===== src/logic/sclkg_defs.vh =====
`ifndef SCLKG_DEFS_VH
`define SCLKG_DEFS_VH

// ----------------------------------------------------------------
// register byte addresses
// ----------------------------------------------------------------
`define SCLKG_ADDR_CTRL 4'h0
`define SCLKG_ADDR_DIVL 4'h4
`define SCLKG_ADDR_DIVH 4'h8
`define SCLKG_ADDR_STAT 4'hC

// ----------------------------------------------------------------
// control field positions
// ----------------------------------------------------------------
`define SCLKG_CTRL_SYNC 0
`define SCLKG_CTRL_DBL 1
`define SCLKG_CTRL_DIR 2
`define SCLKG_CTRL_POL 3
`define SCLKG_CTRL_POFF 4
`define SCLKG_CTRL_RST 5'h10

// ----------------------------------------------------------------
// status field positions
// ----------------------------------------------------------------
`define SCLKG_STAT_CNT_LSB 0
`define SCLKG_STAT_LVL 16
`define SCLKG_STAT_MODE_LSB 20

// ----------------------------------------------------------------
// clock modes and divide limits (count minus one)
// ----------------------------------------------------------------
`define SCLKG_MODE_NORM 2'h0
`define SCLKG_MODE_DBL 2'h1
`define SCLKG_MODE_MST 2'h2
`define SCLKG_MODE_SLV 2'h3
`define SCLKG_LIM_NORM 4'hF
`define SCLKG_LIM_DBL 4'h7
`define SCLKG_LIM_MST 4'h1
`define SCLKG_STATES_NORM 5'h10
`define SCLKG_STATES_DBL 5'h08
`define SCLKG_STATES_SYNC 5'h02
`define SCLKG_SYNC_FILL 2'h3

// ----------------------------------------------------------------
// bus responses
// ----------------------------------------------------------------
`define SCLKG_RESP_OKAY 2'h0
`define SCLKG_RESP_SLVERR 2'h2

`endif


===== src/logic/sclkg_top.v =====
`timescale 1ns/100ps
`include "sclkg_defs.vh"
module sclkg_top (
   // clock and reset
   input wire clk_sys,
   input wire nrst,
   // axi4-lite write address
   input wire [3:0] s_axi_awaddr,
   input wire [2:0] s_axi_awprot,
   input wire s_axi_awvalid,
   output wire s_axi_awready,
   // axi4-lite write data
   input wire [31:0] s_axi_wdata,
   input wire [3:0] s_axi_wstrb,
   input wire s_axi_wvalid,
   output wire s_axi_wready,
   // axi4-lite write response
   output wire [1:0] s_axi_bresp,
   output wire s_axi_bvalid,
   input wire s_axi_bready,
   // axi4-lite read address
   input wire [3:0] s_axi_araddr,
   input wire [2:0] s_axi_arprot,
   input wire s_axi_arvalid,
   output wire s_axi_arready,
   // axi4-lite read data
   output wire [31:0] s_axi_rdata,
   output wire [1:0] s_axi_rresp,
   output wire s_axi_rvalid,
   input wire s_axi_rready,
   // transfer clock pin
   input wire transfer_clock_pin_i,
   output wire transfer_clock_pin_o,
   output wire transfer_clock_pin_oe,
   // base clocks, recovery states and clock mode to transmitter and receiver
   output wire txclk_en,
   output wire rxclk_en,
   output wire sync_change_en,
   output wire sync_sample_en,
   output wire [4:0] recovery_states,
   output wire [1:0] clock_mode
);

   // ----------------------------------------------------------------
   // register state
   // ----------------------------------------------------------------
   reg sync_mode_select_r;
   reg double_speed_bit_r;
   reg xfer_clock_pin_direction_r;
   reg sync_clock_polarity_r;
   reg port_power_off_r;
   reg [7:0] baud_divisor_low_r;
   reg [3:0] baud_divisor_high_r;
   wire [11:0] baud_divisor;
   wire [4:0] ctrl_rst;

   assign ctrl_rst = `SCLKG_CTRL_RST;

   // ----------------------------------------------------------------
   // bus state
   // ----------------------------------------------------------------
   reg aw_held_r;
   reg [3:0] aw_addr_r;
   reg w_held_r;
   reg [31:0] w_data_r;
   reg [3:0] w_strb_r;
   reg bvalid_r;
   reg [1:0] bresp_r;
   reg rvalid_r;
   reg [31:0] rdata_r;
   reg [1:0] rresp_r;
   wire aw_take;
   wire w_take;
   wire wr_fire;
   wire ar_take;
   wire wr_low;
   wire lane0;
   reg wr_hit;
   reg rd_hit;
   reg [31:0] rd_word;

   // ----------------------------------------------------------------
   // clock generation state
   // ----------------------------------------------------------------
   reg [11:0] baud_cnt_r;
   reg master_lvl_r;
   reg [1:0] mode;
   wire active;
   wire is_sync;
   wire is_master;
   wire is_slave;
   wire baud_tick;
   wire ext_level;
   wire ext_rise;
   wire ext_fall;
   wire m_rise;
   wire m_fall;
   wire sync_rise;
   wire sync_fall;
   wire async_tx_tick;
   reg [3:0] tx_limit;
   reg [4:0] states;

   // ----------------------------------------------------------------
   // mode decode
   // ----------------------------------------------------------------
   assign active = ~port_power_off_r;
   assign is_sync = sync_mode_select_r;
   assign is_master = is_sync & xfer_clock_pin_direction_r;
   assign is_slave = is_sync & ~xfer_clock_pin_direction_r;
   assign baud_divisor = {baud_divisor_high_r, baud_divisor_low_r};

   always @* begin
      mode = `SCLKG_MODE_NORM;
      if (is_master) begin
         mode = `SCLKG_MODE_MST;
      end else if (is_slave) begin
         mode = `SCLKG_MODE_SLV;
      end else if (double_speed_bit_r) begin
         mode = `SCLKG_MODE_DBL;
      end
   end

   always @* begin
      case (mode)
         `SCLKG_MODE_NORM: begin
            tx_limit = `SCLKG_LIM_NORM;
            states = `SCLKG_STATES_NORM;
         end
         `SCLKG_MODE_DBL: begin
            tx_limit = `SCLKG_LIM_DBL;
            states = `SCLKG_STATES_DBL;
         end
         `SCLKG_MODE_MST: begin
            tx_limit = `SCLKG_LIM_MST;
            states = `SCLKG_STATES_SYNC;
         end
         default: begin
            tx_limit = `SCLKG_LIM_MST;
            states = `SCLKG_STATES_SYNC;
         end
      endcase
   end

   // ----------------------------------------------------------------
   // baud rate down-counter
   // ----------------------------------------------------------------
   // reload on low-byte write takes priority over the zero reload
   assign baud_tick = active && !wr_low && (baud_cnt_r == 12'h000) && !is_slave;

   always @(posedge clk_sys) begin
      if (!nrst || !active) begin
         baud_cnt_r <= 12'h000;
      end else if (wr_low) begin
         baud_cnt_r <= {baud_divisor_high_r, w_data_r[7:0]};
      end else if (baud_cnt_r == 12'h000) begin
         baud_cnt_r <= baud_divisor;
      end else begin
         baud_cnt_r <= baud_cnt_r - 12'h001;
      end
   end

   // ----------------------------------------------------------------
   // transmit divider for asynchronous modes
   // ----------------------------------------------------------------
   sclkg_tick_div u_tx_div (
      .clk_sys(clk_sys),
      .nrst(nrst),
      .clear(!active || is_sync),
      .limit(tx_limit),
      .tick_in(baud_tick),
      .tick_out(async_tx_tick)
   );

   // ----------------------------------------------------------------
   // master clock output: one half period per baud tick
   // ----------------------------------------------------------------
   // idle level follows polarity so the first edge is a change edge, unless the write selecting master also changes polarity
   always @(posedge clk_sys) begin
      if (!nrst) begin
         master_lvl_r <= 1'b0;
      end else if (!active || !is_master) begin
         master_lvl_r <= sync_clock_polarity_r;
      end else if (baud_tick) begin
         master_lvl_r <= ~master_lvl_r;
      end
   end

   assign m_rise = is_master & baud_tick & ~master_lvl_r;
   assign m_fall = is_master & baud_tick & master_lvl_r;
   assign transfer_clock_pin_o = master_lvl_r;
   assign transfer_clock_pin_oe = active & is_master;

   // ----------------------------------------------------------------
   // external clock for slave mode
   // ----------------------------------------------------------------
   // chain held clear outside slave mode, so the pin is not sampled
   sclkg_edge_sync u_ext_sync (
      .clk_sys(clk_sys),
      .nrst(nrst),
      .clear(!active || !is_slave),
      .pin_i(transfer_clock_pin_i),
      .level(ext_level),
      .rise(ext_rise),
      .fall(ext_fall)
   );

   // ----------------------------------------------------------------
   // edge selection and base clocks
   // ----------------------------------------------------------------
   assign sync_rise = (is_slave & active & ext_rise) | m_rise;
   assign sync_fall = (is_slave & active & ext_fall) | m_fall;
   assign sync_change_en = sync_clock_polarity_r ? sync_fall : sync_rise;
   assign sync_sample_en = sync_clock_polarity_r ? sync_rise : sync_fall;
   assign txclk_en = is_sync ? sync_change_en : async_tx_tick;
   assign rxclk_en = is_sync ? sync_sample_en : baud_tick;
   assign recovery_states = states;
   assign clock_mode = mode;

   // ----------------------------------------------------------------
   // axi4-lite write path
   // ----------------------------------------------------------------
   assign s_axi_awready = !aw_held_r && !bvalid_r;
   assign s_axi_wready = !w_held_r && !bvalid_r;
   assign aw_take = s_axi_awvalid && s_axi_awready;
   assign w_take = s_axi_wvalid && s_axi_wready;
   assign wr_fire = aw_held_r && w_held_r && !bvalid_r;
   assign lane0 = w_strb_r[0];
   assign wr_low = wr_fire && (aw_addr_r == `SCLKG_ADDR_DIVL) && lane0;

   always @* begin
      case (aw_addr_r)
         `SCLKG_ADDR_CTRL: wr_hit = 1'b1;
         `SCLKG_ADDR_DIVL: wr_hit = 1'b1;
         `SCLKG_ADDR_DIVH: wr_hit = 1'b1;
         `SCLKG_ADDR_STAT: wr_hit = 1'b1;
         default: wr_hit = 1'b0;
      endcase
   end

   always @(posedge clk_sys) begin
      if (!nrst) begin
         aw_held_r <= 1'b0;
         aw_addr_r <= 4'h0;
         w_held_r <= 1'b0;
         w_data_r <= 32'h00000000;
         w_strb_r <= 4'h0;
         bvalid_r <= 1'b0;
         bresp_r <= `SCLKG_RESP_OKAY;
      end else begin
         if (aw_take) begin
            aw_held_r <= 1'b1;
            aw_addr_r <= {s_axi_awaddr[3:2], 2'b00};
         end
         if (w_take) begin
            w_held_r <= 1'b1;
            w_data_r <= s_axi_wdata;
            w_strb_r <= s_axi_wstrb;
         end
         if (wr_fire) begin
            aw_held_r <= 1'b0;
            w_held_r <= 1'b0;
            bvalid_r <= 1'b1;
            bresp_r <= wr_hit ? `SCLKG_RESP_OKAY : `SCLKG_RESP_SLVERR;
         end else if (bvalid_r && s_axi_bready) begin
            bvalid_r <= 1'b0;
         end
      end
   end

   assign s_axi_bvalid = bvalid_r;
   assign s_axi_bresp = bresp_r;

   // ----------------------------------------------------------------
   // register writes
   // ----------------------------------------------------------------
   // status word is read only; writes to it are accepted and dropped
   always @(posedge clk_sys) begin
      if (!nrst) begin
         sync_mode_select_r <= ctrl_rst[`SCLKG_CTRL_SYNC];
         double_speed_bit_r <= ctrl_rst[`SCLKG_CTRL_DBL];
         xfer_clock_pin_direction_r <= ctrl_rst[`SCLKG_CTRL_DIR];
         sync_clock_polarity_r <= ctrl_rst[`SCLKG_CTRL_POL];
         port_power_off_r <= ctrl_rst[`SCLKG_CTRL_POFF];
         baud_divisor_low_r <= 8'h00;
         baud_divisor_high_r <= 4'h0;
      end else if (wr_fire && lane0) begin
         case (aw_addr_r)
            `SCLKG_ADDR_CTRL: begin
               sync_mode_select_r <= w_data_r[`SCLKG_CTRL_SYNC];
               double_speed_bit_r <= w_data_r[`SCLKG_CTRL_DBL];
               xfer_clock_pin_direction_r <= w_data_r[`SCLKG_CTRL_DIR];
               sync_clock_polarity_r <= w_data_r[`SCLKG_CTRL_POL];
               port_power_off_r <= w_data_r[`SCLKG_CTRL_POFF];
            end
            `SCLKG_ADDR_DIVL: begin
               baud_divisor_low_r <= w_data_r[7:0];
            end
            `SCLKG_ADDR_DIVH: begin
               baud_divisor_high_r <= w_data_r[3:0];
            end
            default: begin
               baud_divisor_high_r <= baud_divisor_high_r;
            end
         endcase
      end
   end

   // ----------------------------------------------------------------
   // axi4-lite read path
   // ----------------------------------------------------------------
   assign s_axi_arready = !rvalid_r;
   assign ar_take = s_axi_arvalid && s_axi_arready;

   always @* begin
      rd_hit = 1'b1;
      rd_word = 32'h00000000;
      case ({s_axi_araddr[3:2], 2'b00})
         `SCLKG_ADDR_CTRL: begin
            rd_word[`SCLKG_CTRL_SYNC] = sync_mode_select_r;
            rd_word[`SCLKG_CTRL_DBL] = double_speed_bit_r;
            rd_word[`SCLKG_CTRL_DIR] = xfer_clock_pin_direction_r;
            rd_word[`SCLKG_CTRL_POL] = sync_clock_polarity_r;
            rd_word[`SCLKG_CTRL_POFF] = port_power_off_r;
         end
         `SCLKG_ADDR_DIVL: begin
            rd_word[7:0] = baud_divisor_low_r;
         end
         `SCLKG_ADDR_DIVH: begin
            rd_word[3:0] = baud_divisor_high_r;
         end
         `SCLKG_ADDR_STAT: begin
            rd_word[`SCLKG_STAT_CNT_LSB +: 12] = baud_cnt_r;
            rd_word[`SCLKG_STAT_LVL] = is_master ? master_lvl_r : ext_level;
            rd_word[`SCLKG_STAT_MODE_LSB +: 2] = mode;
         end
         default: begin
            rd_hit = 1'b0;
         end
      endcase
   end

   always @(posedge clk_sys) begin
      if (!nrst) begin
         rvalid_r <= 1'b0;
         rdata_r <= 32'h00000000;
         rresp_r <= `SCLKG_RESP_OKAY;
      end else if (ar_take) begin
         rvalid_r <= 1'b1;
         rdata_r <= rd_word;
         rresp_r <= rd_hit ? `SCLKG_RESP_OKAY : `SCLKG_RESP_SLVERR;
      end else if (rvalid_r && s_axi_rready) begin
         rvalid_r <= 1'b0;
      end
   end

   assign s_axi_rvalid = rvalid_r;
   assign s_axi_rdata = rdata_r;
   assign s_axi_rresp = rresp_r;

endmodule // sclkg_top


===== src/logic/sclkg_edge_sync.v =====
`timescale 1ns/100ps
`include "sclkg_defs.vh"
module sclkg_edge_sync (
   // clock and reset
   input wire clk_sys,
   input wire nrst,
   // clear while unused
   input wire clear,
   // asynchronous pin in
   input wire pin_i,
   // synchronised level and edges
   output wire level,
   output wire rise,
   output wire fall
);
   reg meta_r;
   reg sync_r;
   reg prev_r;
   reg [1:0] fill_r;
   wire primed;

   always @(posedge clk_sys) begin
      if (!nrst || clear) begin
         meta_r <= 1'b0;
         sync_r <= 1'b0;
         prev_r <= 1'b0;
         fill_r <= 2'h0;
      end else begin
         meta_r <= pin_i;
         sync_r <= meta_r;
         prev_r <= sync_r;
         if (!primed) begin
            fill_r <= fill_r + 2'h1;
         end
      end
   end

   // no edges until prev_r holds a real pin sample; an idle-high pin
   // would otherwise show a false rise after clear
   assign primed = (fill_r == `SCLKG_SYNC_FILL);
   assign level = sync_r;
   assign rise = primed & sync_r & ~prev_r;
   assign fall = primed & ~sync_r & prev_r;
endmodule // sclkg_edge_sync


===== src/logic/sclkg_tick_div.v =====
`timescale 1ns/100ps
module sclkg_tick_div (
   // clock and reset
   input wire clk_sys,
   input wire nrst,
   // control
   input wire clear,
   input wire [3:0] limit,
   // ticks
   input wire tick_in,
   output wire tick_out
);
   reg [3:0] cnt_r;
   wire wrap;

   assign wrap = tick_in && (cnt_r >= limit);
   assign tick_out = wrap;

   always @(posedge clk_sys) begin
      if (!nrst || clear) begin
         cnt_r <= 4'h0;
      end else if (wrap) begin
         cnt_r <= 4'h0;
      end else if (tick_in) begin
         cnt_r <= cnt_r + 4'h1;
      end
   end
endmodule // sclkg_tick_div


===== config.mk =====
export PLATFORM = sky130hd
export DESIGN_NAME = sclkg_top
export DESIGN_NICKNAME = d
export VERILOG_FILES = /design/src/logic/sclkg_top.v /design/src/logic/sclkg_edge_sync.v /design/src/logic/sclkg_tick_div.v
export VERILOG_INCLUDE_DIRS = /design/src /design/src/logic
export SDC_FILE = /design/constraint.sdc
export NUM_CORES = 1
export LEC_CHECK = 0
export ABC_AREA = 1
export BUFFER_PORTS_ARGS = -buffer_cell sky130_fd_sc_hd__buf_2
export CAP_MARGIN = 20
export CORE_MARGIN = 1.5
export CORE_UTILIZATION = 50
export CTS_BUF_LIST = sky130_fd_sc_hd__clkbuf_8
export DETAILED_ROUTE_END_ITERATION = 8
export GPL_TIMING_DRIVEN = 0
export PLACE_DENSITY = 0.83
export SLEW_MARGIN = 20
export SYNTH_ARGS = -nofsm -noshare
export SYNTH_HDL_FRONTEND = slang
export SYNTH_SLANG_ARGS = --single-unit
export TNS_END_PERCENT = 50

===== constraint.sdc =====
create_clock -name clk_sys -period 2.14 [get_ports clk_sys]
set_input_delay 0.321 -clock clk_sys [delete_from_list [all_inputs] [get_ports clk_sys]]
set_output_delay 0.321 -clock clk_sys [all_outputs]
set_load 0.005 [all_outputs]

# After elaboration in Yosys (flattened, before gate mapping)
# Cells that the tools add are included.
# word_totals
ff_bits	71
out_inout_bits	54
inputBits	58
# op_classes
n_addsub	3
reduce_logical	43
muxes	26
n_eq_ne	8
magnitude_cmp	1
bitwise_logic	21
# op_table
op	n
12-bit 2-to-1 mux	2
1-bit logical AND	16
4-bit one-hot mux with 4 select lines	1
1-bit 2-to-1 mux	14
1-bit AND	13
12-bit zero test	1
12-bit by 1-bit subtractor with 12-bit output, second input constant	1
2-bit == test, second input constant	5
5-bit one-hot mux with 2 select lines	1
1-bit zero test	8
2-bit 2-to-1 mux	4
4-bit one-hot mux with 2 select lines	1
2-bit by 1-bit == test with 1-bit output, second input constant	3
1-bit logical OR	6
1-bit NOT	6
3-bit one-hot mux with 2 select lines	1
2-bit AND reduction	3
2-bit nonzero test	3
4-bit by 1-bit adder with 4-bit output, second input constant	1
4-bit greater-or-equal comparator	1
2-bit zero test	2
4-bit zero test	1
4-bit 2-to-1 mux	1
2-bit OR reduction	2
other kinds (4)	5

# Depth between registers and ports, before layout
# Gate-level depths: netlist (run 1).
# logic_depth
depth_word	13
depth_mapped	11
ltp_nobuf	11

# By module
# Synthesis (run 1) repeated with hierarchy kept, for this count alone.
# hier_totals
hier_cells	501
area_unflattened_um2	3612.2
# by_module_without_submodules
module	seq_area_each_um2	n_inst	cells_per_inst	area_each_um2
sclkg_top	1221.2	1	436	3125.5
sclkg_tick_div	80.1	1	39	286.5
sclkg_edge_sync	100.1	1	26	200.2

# Least setup slack after synthesis (run 1)
# No wires, ideal clock.
# synth_timing
path_kind	register to output
start	register baud_cnt_r[0]
end	output port txclk_en
arrival_ns	1.306
path_buffers	1
path_stages_with_launch	12
path_slack_ns	0.513
path_cell_list	dfxtp_1 inv_1 ha_1 inv_1 nor2_1 nand3_2 nor2_4 buf_6 nand3_2 nand2_1 nand2_1 nand3_1
# synth_via
elab_chain_cells	8
word_cells_on_any_way	11
classes_between	mux (2); bitwise (5); reduce/logical (4)
# synth_rtl
element	line_no	source
start, declared	sclkg_top.v:85	reg [11:0] baud_cnt_r;
start signal, assigned	sclkg_top.v:155	baud_cnt_r <= {baud_divisor_high_r, w_data_r[7:0]};
start signal, assigned	sclkg_top.v:157	baud_cnt_r <= baud_divisor;
start signal, assigned	sclkg_top.v:159	baud_cnt_r <= baud_cnt_r - 12'h001;
12-bit zero test *	sclkg_top.v:149	assign baud_tick = active && !wr_low && (baud_cnt_r == 12'h000) && !is_slave;
1-bit logical AND * (2 in series)	sclkg_top.v:149	
1-bit AND	sclkg_top.v:189, sclkg_top.v:190	
1-bit AND, on equally long branches	sclkg_top.v:189, sclkg_top.v:190	
1-bit bitwise OR, on equally long branches	sclkg_top.v:211, sclkg_top.v:212	
1-bit 2-to-1 mux	sclkg_top.v:213	assign sync_change_en = sync_clock_polarity_r ? sync_fall : sync_rise;
1-bit 2-to-1 mux *	sclkg_top.v:215	assign txclk_en = is_sync ? sync_change_en : async_tx_tick;
end, declared	sclkg_top.v:36	output wire txclk_en,
# Every way passes the cells marked *; elsewhere a longest branch is shown, timed or not.

# Final worst setup path (run 1)
# layout_timing
start	register xfer_clock_pin_direction_r
end	output port txclk_en
# layout_via
elab_chain_cells	9
word_cells_on_any_way	22
classes_between	order compare (1); eq/ne (1); mux (5); bitwise (11); reduce/logical (4)
# layout_rtl
element	line_no	source
start, declared	sclkg_top.v:49	reg xfer_clock_pin_direction_r;
start signal, assigned	sclkg_top.v:282	xfer_clock_pin_direction_r <= ctrl_rst[`SCLKG_CTRL_DIR];
start signal, assigned	sclkg_top.v:292	xfer_clock_pin_direction_r <= w_data_r[`SCLKG_CTRL_DIR];
1-bit NOT	sclkg_top.v:110	assign is_slave = is_sync & ~xfer_clock_pin_direction_r;
1-bit AND	sclkg_top.v:110	
2-bit 2-to-1 mux / 1-bit zero test (equally long branches)	sclkg_top.v:117, sclkg_top.v:149	
2-bit 2-to-1 mux / 1-bit logical AND (equally long branches)	sclkg_top.v:115, sclkg_top.v:149	
2-bit by 1-bit == test with 1-bit output (tied with other cells)	sclkg_top.v:125	case (mode)
4-bit one-hot mux with 2 select lines (tied with other cells)	sclkg_top.v:125	
4-bit greater-or-equal comparator (tied with other cells)	sclkg_tick_div.v:16	assign wrap = tick_in && (cnt_r >= limit);
1-bit logical AND / 1-bit 2-to-1 mux (equally long branches)	sclkg_tick_div.v:16, sclkg_top.v:213	
1-bit 2-to-1 mux *	sclkg_top.v:215	
# Marks and branches as above.

==> results of run 1 <==
==> sequential cells by signal (all words and copies together) (netlist names), 2 cells and up <==
name and flops:
baud_cnt_r 12, baud_divisor_high_r 4, aw_addr_r 2, u_ext_sync.fill_r 2
w_data_r 8, s_axi_rdata 15, u_tx_div.cnt_r 4, baud_divisor_low_r 8
==> routing by layer <==
metal	part of all wire [%]	vias up	GRT usage, %	wire [µm]
met2	46	183	41.2	4160
li1	-	1713	-	-
met5	0	-	0	0
met4	3.6	0	11.9	326
met3	7.9	41	5.88	713
met1	42	1597	30.1	3820
==> final cells by class <==
type                    count  share of cell area [%]
multi-input cells         338                    40.6
flip-flops and latches     70                    32.1
repair buffers             67                    8.48
plain buffers              36                    5.80
inverters                  59                    5.04
clock buffers              10                    3.13
well taps                  96                    2.73
clock inverters             6                    2.13
==> layout by cell type, fill, tap and decap left out, types with 5 or more instances in the layout <==
cell / instances
a21oi_1: 38
a22oi_1: 5
buf_2: 54
buf_4: 38
clkbuf_1: 6
clkbuf_8: 10
conb_1: 22
dfxtp_1: 65
ha_1: 9
inv_1: 53
inv_2: 5
nand2_1: 67
nand3_1: 19
nand3_2: 8
nand4_1: 6
nor2_1: 70
nor2_2: 11
nor2_4: 5
nor3_1: 5
o21a_1: 5
o21ai_0: 35
xor2_1: 8
==> final timing paths <==
check	from	endpoint	slack (ns)	depth (start not counted)
max reg2reg	baud_cnt_r[0]	baud_cnt_r[10]	0.24	12
min	transfer_clock_pin_i	u_ext_sync.meta_r	0.17	3
min reg2reg	u_ext_sync.meta_r	u_ext_sync.level	0.41	2
max	xfer_clock_pin_direction_r	txclk_en	0.02	9
==> logic make-up (layout without fill, tap and decap cells) <==
| group | after synthesis | after routing | synth area share [%] |
|---|---|---|---|
| buf+inv | 95 | 178 | 13.5 |
| compound gates | 98 | 98 | 15.4 |
| simple gates | 199 | 199 | 25.3 |
| xor+xnor | 9 | 9 | 2.24 |
| other cells | 1 | 22 | 0.107 |
| flops | 70 | 70 | 39.8 |
| fa+ha+maj | 10 | 10 | 3.56 |
==> cells in the mapped netlist (all sizes together) <==
master | n | share of area (%)
nor2 | 86 | 10
nand2 | 71 | 7.6
dfxtp | 70 | 40
inv | 58 | 6.2
a21oi | 38 | 5.4
o21ai | 38 | 5.4
buf | 29 | 6.5
nand3 | 28 | 4.8
ha | 10 | 3.6
xor2 | 8 | 2.0
clkbuf | 7 | 0.75
nand4 | 7 | 1.4
a22oi | 5 | 1.1
nor3 | 5 | 0.71
o21a | 5 | 1.1
o211ai | 4 | 0.85
a31oi | 3 | 0.53
o31ai | 3 | 0.64
a211oi | 1 | 0.21
a21o | 1 | 0.21
clkinv | 1 | 0.11
conb | 1 | 0.11
nand3b | 1 | 0.21
or2 | 1 | 0.18
xnor2 | 1 | 0.25
==> power breakdown <==
part	total, mW	leakage (nW)	internal, mW	switching (mW)
clock network	1.23	0.113	0.696	0.530
logic	0.228	1.45	0.0924	0.136
registers	1.36	0.571	1.34	0.0265
total	2.82	2.13	2.12	0.692
==> critical path, delay by kind of cell (launching register included) <==
| kind | cells | cell delay, ns |
|---|---|---|
| simple gates | 7 | 0.79 |
| flops | 1 | 0.42 |
| buf+inv | 2 | 0.22 |
==> repair_timing <==
action                     in CTS  in global routing
gates resized for setup        14                 13
gates cloned                    0                  0
buffers inserted               11                  4
pin swaps                       6                  7
setup endpoints to repair       4                  4
==> through the flow <==
| stage | hold slack [ns] | util, % | TNS [ns] |
|---|---|---|---|
| after global routing | 0.187 | 64.7 | -0.350 |
| after global placement | 0.400 | 58.5 | 0 |
| after floorplan | 0.394 | - | 0 |
| after CTS | 0.159 | 63.8 | -0.00306 |
| after detailed placement | 0.404 | 58.5 | 0 |
| final | 0.170 | 64.7 | 0 |
==> impl_metrics.env, run 1 <==
export IMPL_ir_drop_mv=0.437
export IMPL_setup_slack_ns=0.0206
export IMPL_fillers=594
export IMPL_die_width_um=86.9
export IMPL_start_kind="flop"
export IMPL_root_buffer="clkbuf_8"
export IMPL_ys_seq_area_share_pct=39.8
export IMPL_drt_iter0_drc=270
export IMPL_route_detailed_drc=0
export IMPL_grt_use_total_pct=24.8
export IMPL_port_buffers=52
export IMPL_relSlewSlack_pct=53.5
export IMPL_antenna_found_initial=0
export IMPL_hold_viol_final=0
export IMPL_p_leak_nw=2.13
export IMPL_clkLatencyLatePin_ns=0.35
export IMPL_drv_cap=0
export IMPL_fin_nets=649
export IMPL_hold_buffers=0
export IMPL_endpoint_kind="output port"
export IMPL_core_um2=6790
export IMPL_ios=112
export IMPL_synth_warnings=0
export IMPL_overflow=0
export IMPL_skew_ns=0.00805
export IMPL_crit_arrival_ns=1.80
export IMPL_multi_input_area_um2=1790
export IMPL_ctsHtreeMaxLevel=3
export IMPL_dp_hpwl_um=6460
export IMPL_cts_buffer_depth=2
export IMPL_seq_area_um2=1410
export IMPL_num_rows=30
export IMPL_via_per_inst=5.18
export IMPL_worst_slew_pin_slew_ns=0.694
export IMPL_die_h_um=86.9
export IMPL_cp_required_ns=1.82
export IMPL_fin_area_um2=4400
export IMPL_slew_violations=0
export IMPL_wl_per_cell_um=13.2
export IMPL_cts_tree="done"
export IMPL_avgSynthCellArea_um2=7.30
export IMPL_crit_fanout=5
export IMPL_drive_gt1_share_pct=26.5
export IMPL_powerDensity_nw_per_um2=640
export IMPL_totalWireLength_um=9020
export IMPL_setup_violations=0
export IMPL_cts_buffers=9
export IMPL_n_antenna_cell=0
export IMPL_grt_pass1_wl_um=14200
export IMPL_slowest_delay_ns=0.42
export IMPL_synth_area_um2=3520
export IMPL_total_power_mw=2.82
export IMPL_fin_crit_ns=2.12
export IMPL_place_ws_ns=0.226
export IMPL_drtPass1Iterations=5
export IMPL_place_gp_congestion=0.906
export IMPL_synthCells=482
export IMPL_start_util_pct=51.8
export IMPL_die_area_um2=7550
export IMPL_max_freq_mhz=472
export IMPL_cts_sinks=70
export IMPL_path_clk_slew_ns=0.08
export IMPL_placed_cell_area_um2=3980
export IMPL_grt_pass1_vias=3163
export IMPL_crit_chain="nand2_1, inv_1, nand2_1, nor2_1, nand3_2, nand2_2, nand2_2, nand3_2, buf_2"
export IMPL_area_delta_synth_final_pct=25.0
export IMPL_ys_seq_elements=70
export IMPL_holdCritPathClass="primary input to flop"
export IMPL_ant_nets=0
export IMPL_crit_type="flop to output port"
export IMPL_synth_cell_types=33
export IMPL_fin_cells=682
export IMPL_fin_crit_sh_pct=99.0
export IMPL_rsz0062_at_grt="yes"
export IMPL_critPathSlowestCell="dfxtp_1"
export IMPL_status="complete, no violations"
export IMPL_dp_cells=651
export IMPL_vias=3534
export IMPL_grt_max_degree=14
(Power assumes the default switching activity.)
==> run 2: changes to the inputs <==
--- a/config.mk
+++ b/config.mk
@@ -7,14 +7,14 @@
 export NUM_CORES = 1
 export LEC_CHECK = 0
 export ABC_AREA = 1
-export BUFFER_PORTS_ARGS = -buffer_cell sky130_fd_sc_hd__buf_2
 export CAP_MARGIN = 20
 export CORE_MARGIN = 1.5
 export CORE_UTILIZATION = 50
 export CTS_BUF_LIST = sky130_fd_sc_hd__clkbuf_8
 export DETAILED_ROUTE_END_ITERATION = 8
+export DONT_BUFFER_PORTS = 1
 export GPL_TIMING_DRIVEN = 0
-export PLACE_DENSITY = 0.83
+export PLACE_DENSITY = 0.69
 export SLEW_MARGIN = 20
 export SYNTH_ARGS = -nofsm -noshare
 export SYNTH_HDL_FRONTEND = slang
==> run 2 against run 1 <==
  * Sequential share of layout area up 1.9 points
  * Critical endpoint unchanged
  * First-iteration DRC count shrank 9.3%
  * Via count shrank 11%
  * Clock skew about the same
  * Clock power up 13%
  * Non-clock buffer count shrank 57
  * Clock-buffer cell count fell by 1
  * Largest cell class unchanged
==> impl_metrics.env, run 2 (synthesis gave the netlist of run 1 again) <==
export IMPL_fillers=636
export IMPL_drv_cap=0
export IMPL_num_rows=30
export IMPL_core_um2=6790
export IMPL_crit_chain="inv_4, ha_4, inv_1, nor2_2, nand3_2, nor2_4, buf_8, nand3_4, nand2_2, nand2_2, nand3_2"
export IMPL_powerDensity_nw_per_um2=710
export IMPL_drive_gt1_share_pct=18.2
export IMPL_ir_drop_mv=0.469
export IMPL_crit_family="simple AND/OR/NAND/NOR gates"
export IMPL_grt_max_degree=13
export IMPL_dp_hpwl_um=6250
export IMPL_n_antenna_cell=0
export IMPL_regToRegSetupSlack_ns=0.49
export IMPL_grt_pass1_vias=2746
export IMPL_slew_violations=0
export IMPL_crit_arrival_ns=1.72
export IMPL_crit_fanout=6
export IMPL_max_freq_mhz=491
export IMPL_mostFrequentLayoutCell="nor2_1"
export IMPL_start_util_pct=51.8
export IMPL_cts_sinks=70
export IMPL_fin_crit_ns=2.04
export IMPL_drtPass1Iterations=4
export IMPL_relSlewSlack_pct=57.9
export IMPL_start_kind="flop"
export IMPL_drt_iter0_drc=245
export IMPL_largest_register_ff_count=15
export IMPL_overflow=0
export IMPL_area_delta_synth_final_pct=17.9
export IMPL_clkLatencyLatePin_ns=0.34
export IMPL_ant_nets=0
export IMPL_hold_viol_final=0
export IMPL_total_power_mw=2.94
export IMPL_cts_tree="done"
export IMPL_endpoint_kind="output port"
export IMPL_ios=112
export IMPL_skew_ns=0.00823
export IMPL_cp_required_ns=1.82
export IMPL_most_common_layout_cells="nor2_1, dfxtp_1, nand2_1"
export IMPL_die_area_um2=7550
export IMPL_p_leak_nw=1.88
export IMPL_worst_slew_pin_slew_ns=0.629
export IMPL_wl_per_cell_um=13.7
export IMPL_antenna_found_initial=0
export IMPL_ctsHtreeMaxLevel=3
export IMPL_cts_buffer_depth=2
export IMPL_grt_use_total_pct=23.2
export IMPL_port_buffers=0
export IMPL_crit_type="flop to output port"
export IMPL_critPathSlowestCell="dfxtp_2"
export IMPL_fin_nets=592
export IMPL_route_detailed_drc=0
export IMPL_via_per_inst=5.06
export IMPL_cts_buffers=9
export IMPL_tns_ns=0
export IMPL_fin_crit_sh_pct=95.2
export IMPL_die_width_um=86.9
export IMPL_vias=3155
export IMPL_die_h_um=86.9
export IMPL_setup_violations=0
export IMPL_status="complete, no violations"
export IMPL_totalWireLength_um=8540
export IMPL_place_gp_congestion=0.903
export IMPL_path_buf_inv=3
export IMPL_slowest_delay_ns=0.33
export IMPL_holdCritPathClass="primary input to flop"
export IMPL_grt_pass1_wl_um=13300
export IMPL_root_buffer="clkbuf_8"
export IMPL_path_clk_slew_ns=0.07
-- run 2: cell types whose count changed in the layout (fill, tap and decap cells not counted), moves of 2 or more --
cell       change
buf_2         -51
buf_4          -5
dfxtp_1        +3
dfxtp_2        -3
nand2_1        -3
nand2_2        +3
bufinv_16      +2
clkinv_4       -2
nor2_1         +2
nor2_2         -2
-- run 2: worst paths after layout --
| check | startpoint | end | depth (start not counted) |
|---|---|---|---|
| worst max-delay path | baud_cnt_r[0] | txclk_en | 11 |
| worst min-delay path | transfer_clock_pin_i | u_ext_sync.meta_r | 2 |
| worst min register to register | u_ext_sync.meta_r | u_ext_sync.level | 2 |
| worst max register to register | baud_cnt_r[1] | baud_cnt_r[4] | 11 |
-- run 2: repair_timing --
item / 4_1_cts / 5_1_grt
hold buffers: 0 / 0
pin swaps: 1 / 12
buffers inserted: 1 / 9
gates resized for setup: 3 / 27
setup endpoints to repair: 4 / 4
endpoints found under the hold margin: 0 / 0
-- run 2: power breakdown --
| part | switching [mW] | total [mW] | leakage [nW] | internal (mW) |
|---|---|---|---|---|
| Combinational | 0.123 | 0.192 | 1.19 | 0.0688 |
| Clock | 0.501 | 1.39 | 0.122 | 0.885 |
| Sequential | 0.0281 | 1.36 | 0.570 | 1.34 |
| Total | 0.652 | 2.94 | 1.88 | 2.29 |
-- run 2: cell type report --
| class | count | area (µm²) | area share, % |
|---|---|---|---|
| clock buffer | 9 | 124 | 2.99 |
| inverter | 59 | 224 | 5.40 |
| timing repair buffer | 10 | 75.1 | 1.81 |
| clock inverter | 6 | 135 | 3.26 |
| tap | 96 | 120 | 2.90 |
| buffer | 36 | 259 | 6.25 |
| sequential | 70 | 1410 | 33.9 |
| multi-input combinational | 338 | 1800 | 43.5 |
-- run 2: through the flow --
step | cell area, µm² | std cells | hold slack, ns | setup slack (ns) | utilization [%]
6_report | 4150 | 624 | 0.0864 | 0.103 | 61.0
5_1_grt | 4150 | 624 | 0.0832 | -0.00229 | 61.0
4_1_cts | 3990 | 615 | 0.0778 | 0.0419 | 58.7
3_5_place_dp | 3720 | 599 | 0.418 | 0.309 | 54.7
3_3_place_gp | 3720 | 599 | 0.398 | 0.329 | 54.7
2_1_floorplan | 3600 | 503 | 0.394 | 0.513 | -
-- run 2: routing by layer --
| metal | vias up | wire length, µm | track usage (%) | part of all wire [%] |
|---|---|---|---|---|
| li1 | 1598 | - | - | - |
| met1 | 1439 | 3970 | 30.4 | 46 |
| met2 | 109 | 3960 | 37.8 | 46 |
| met3 | 9 | 503 | 4.74 | 5.9 |
| met4 | 0 | 111 | 8.50 | 1.3 |
| met5 | - | 0 | 0 | 0 |
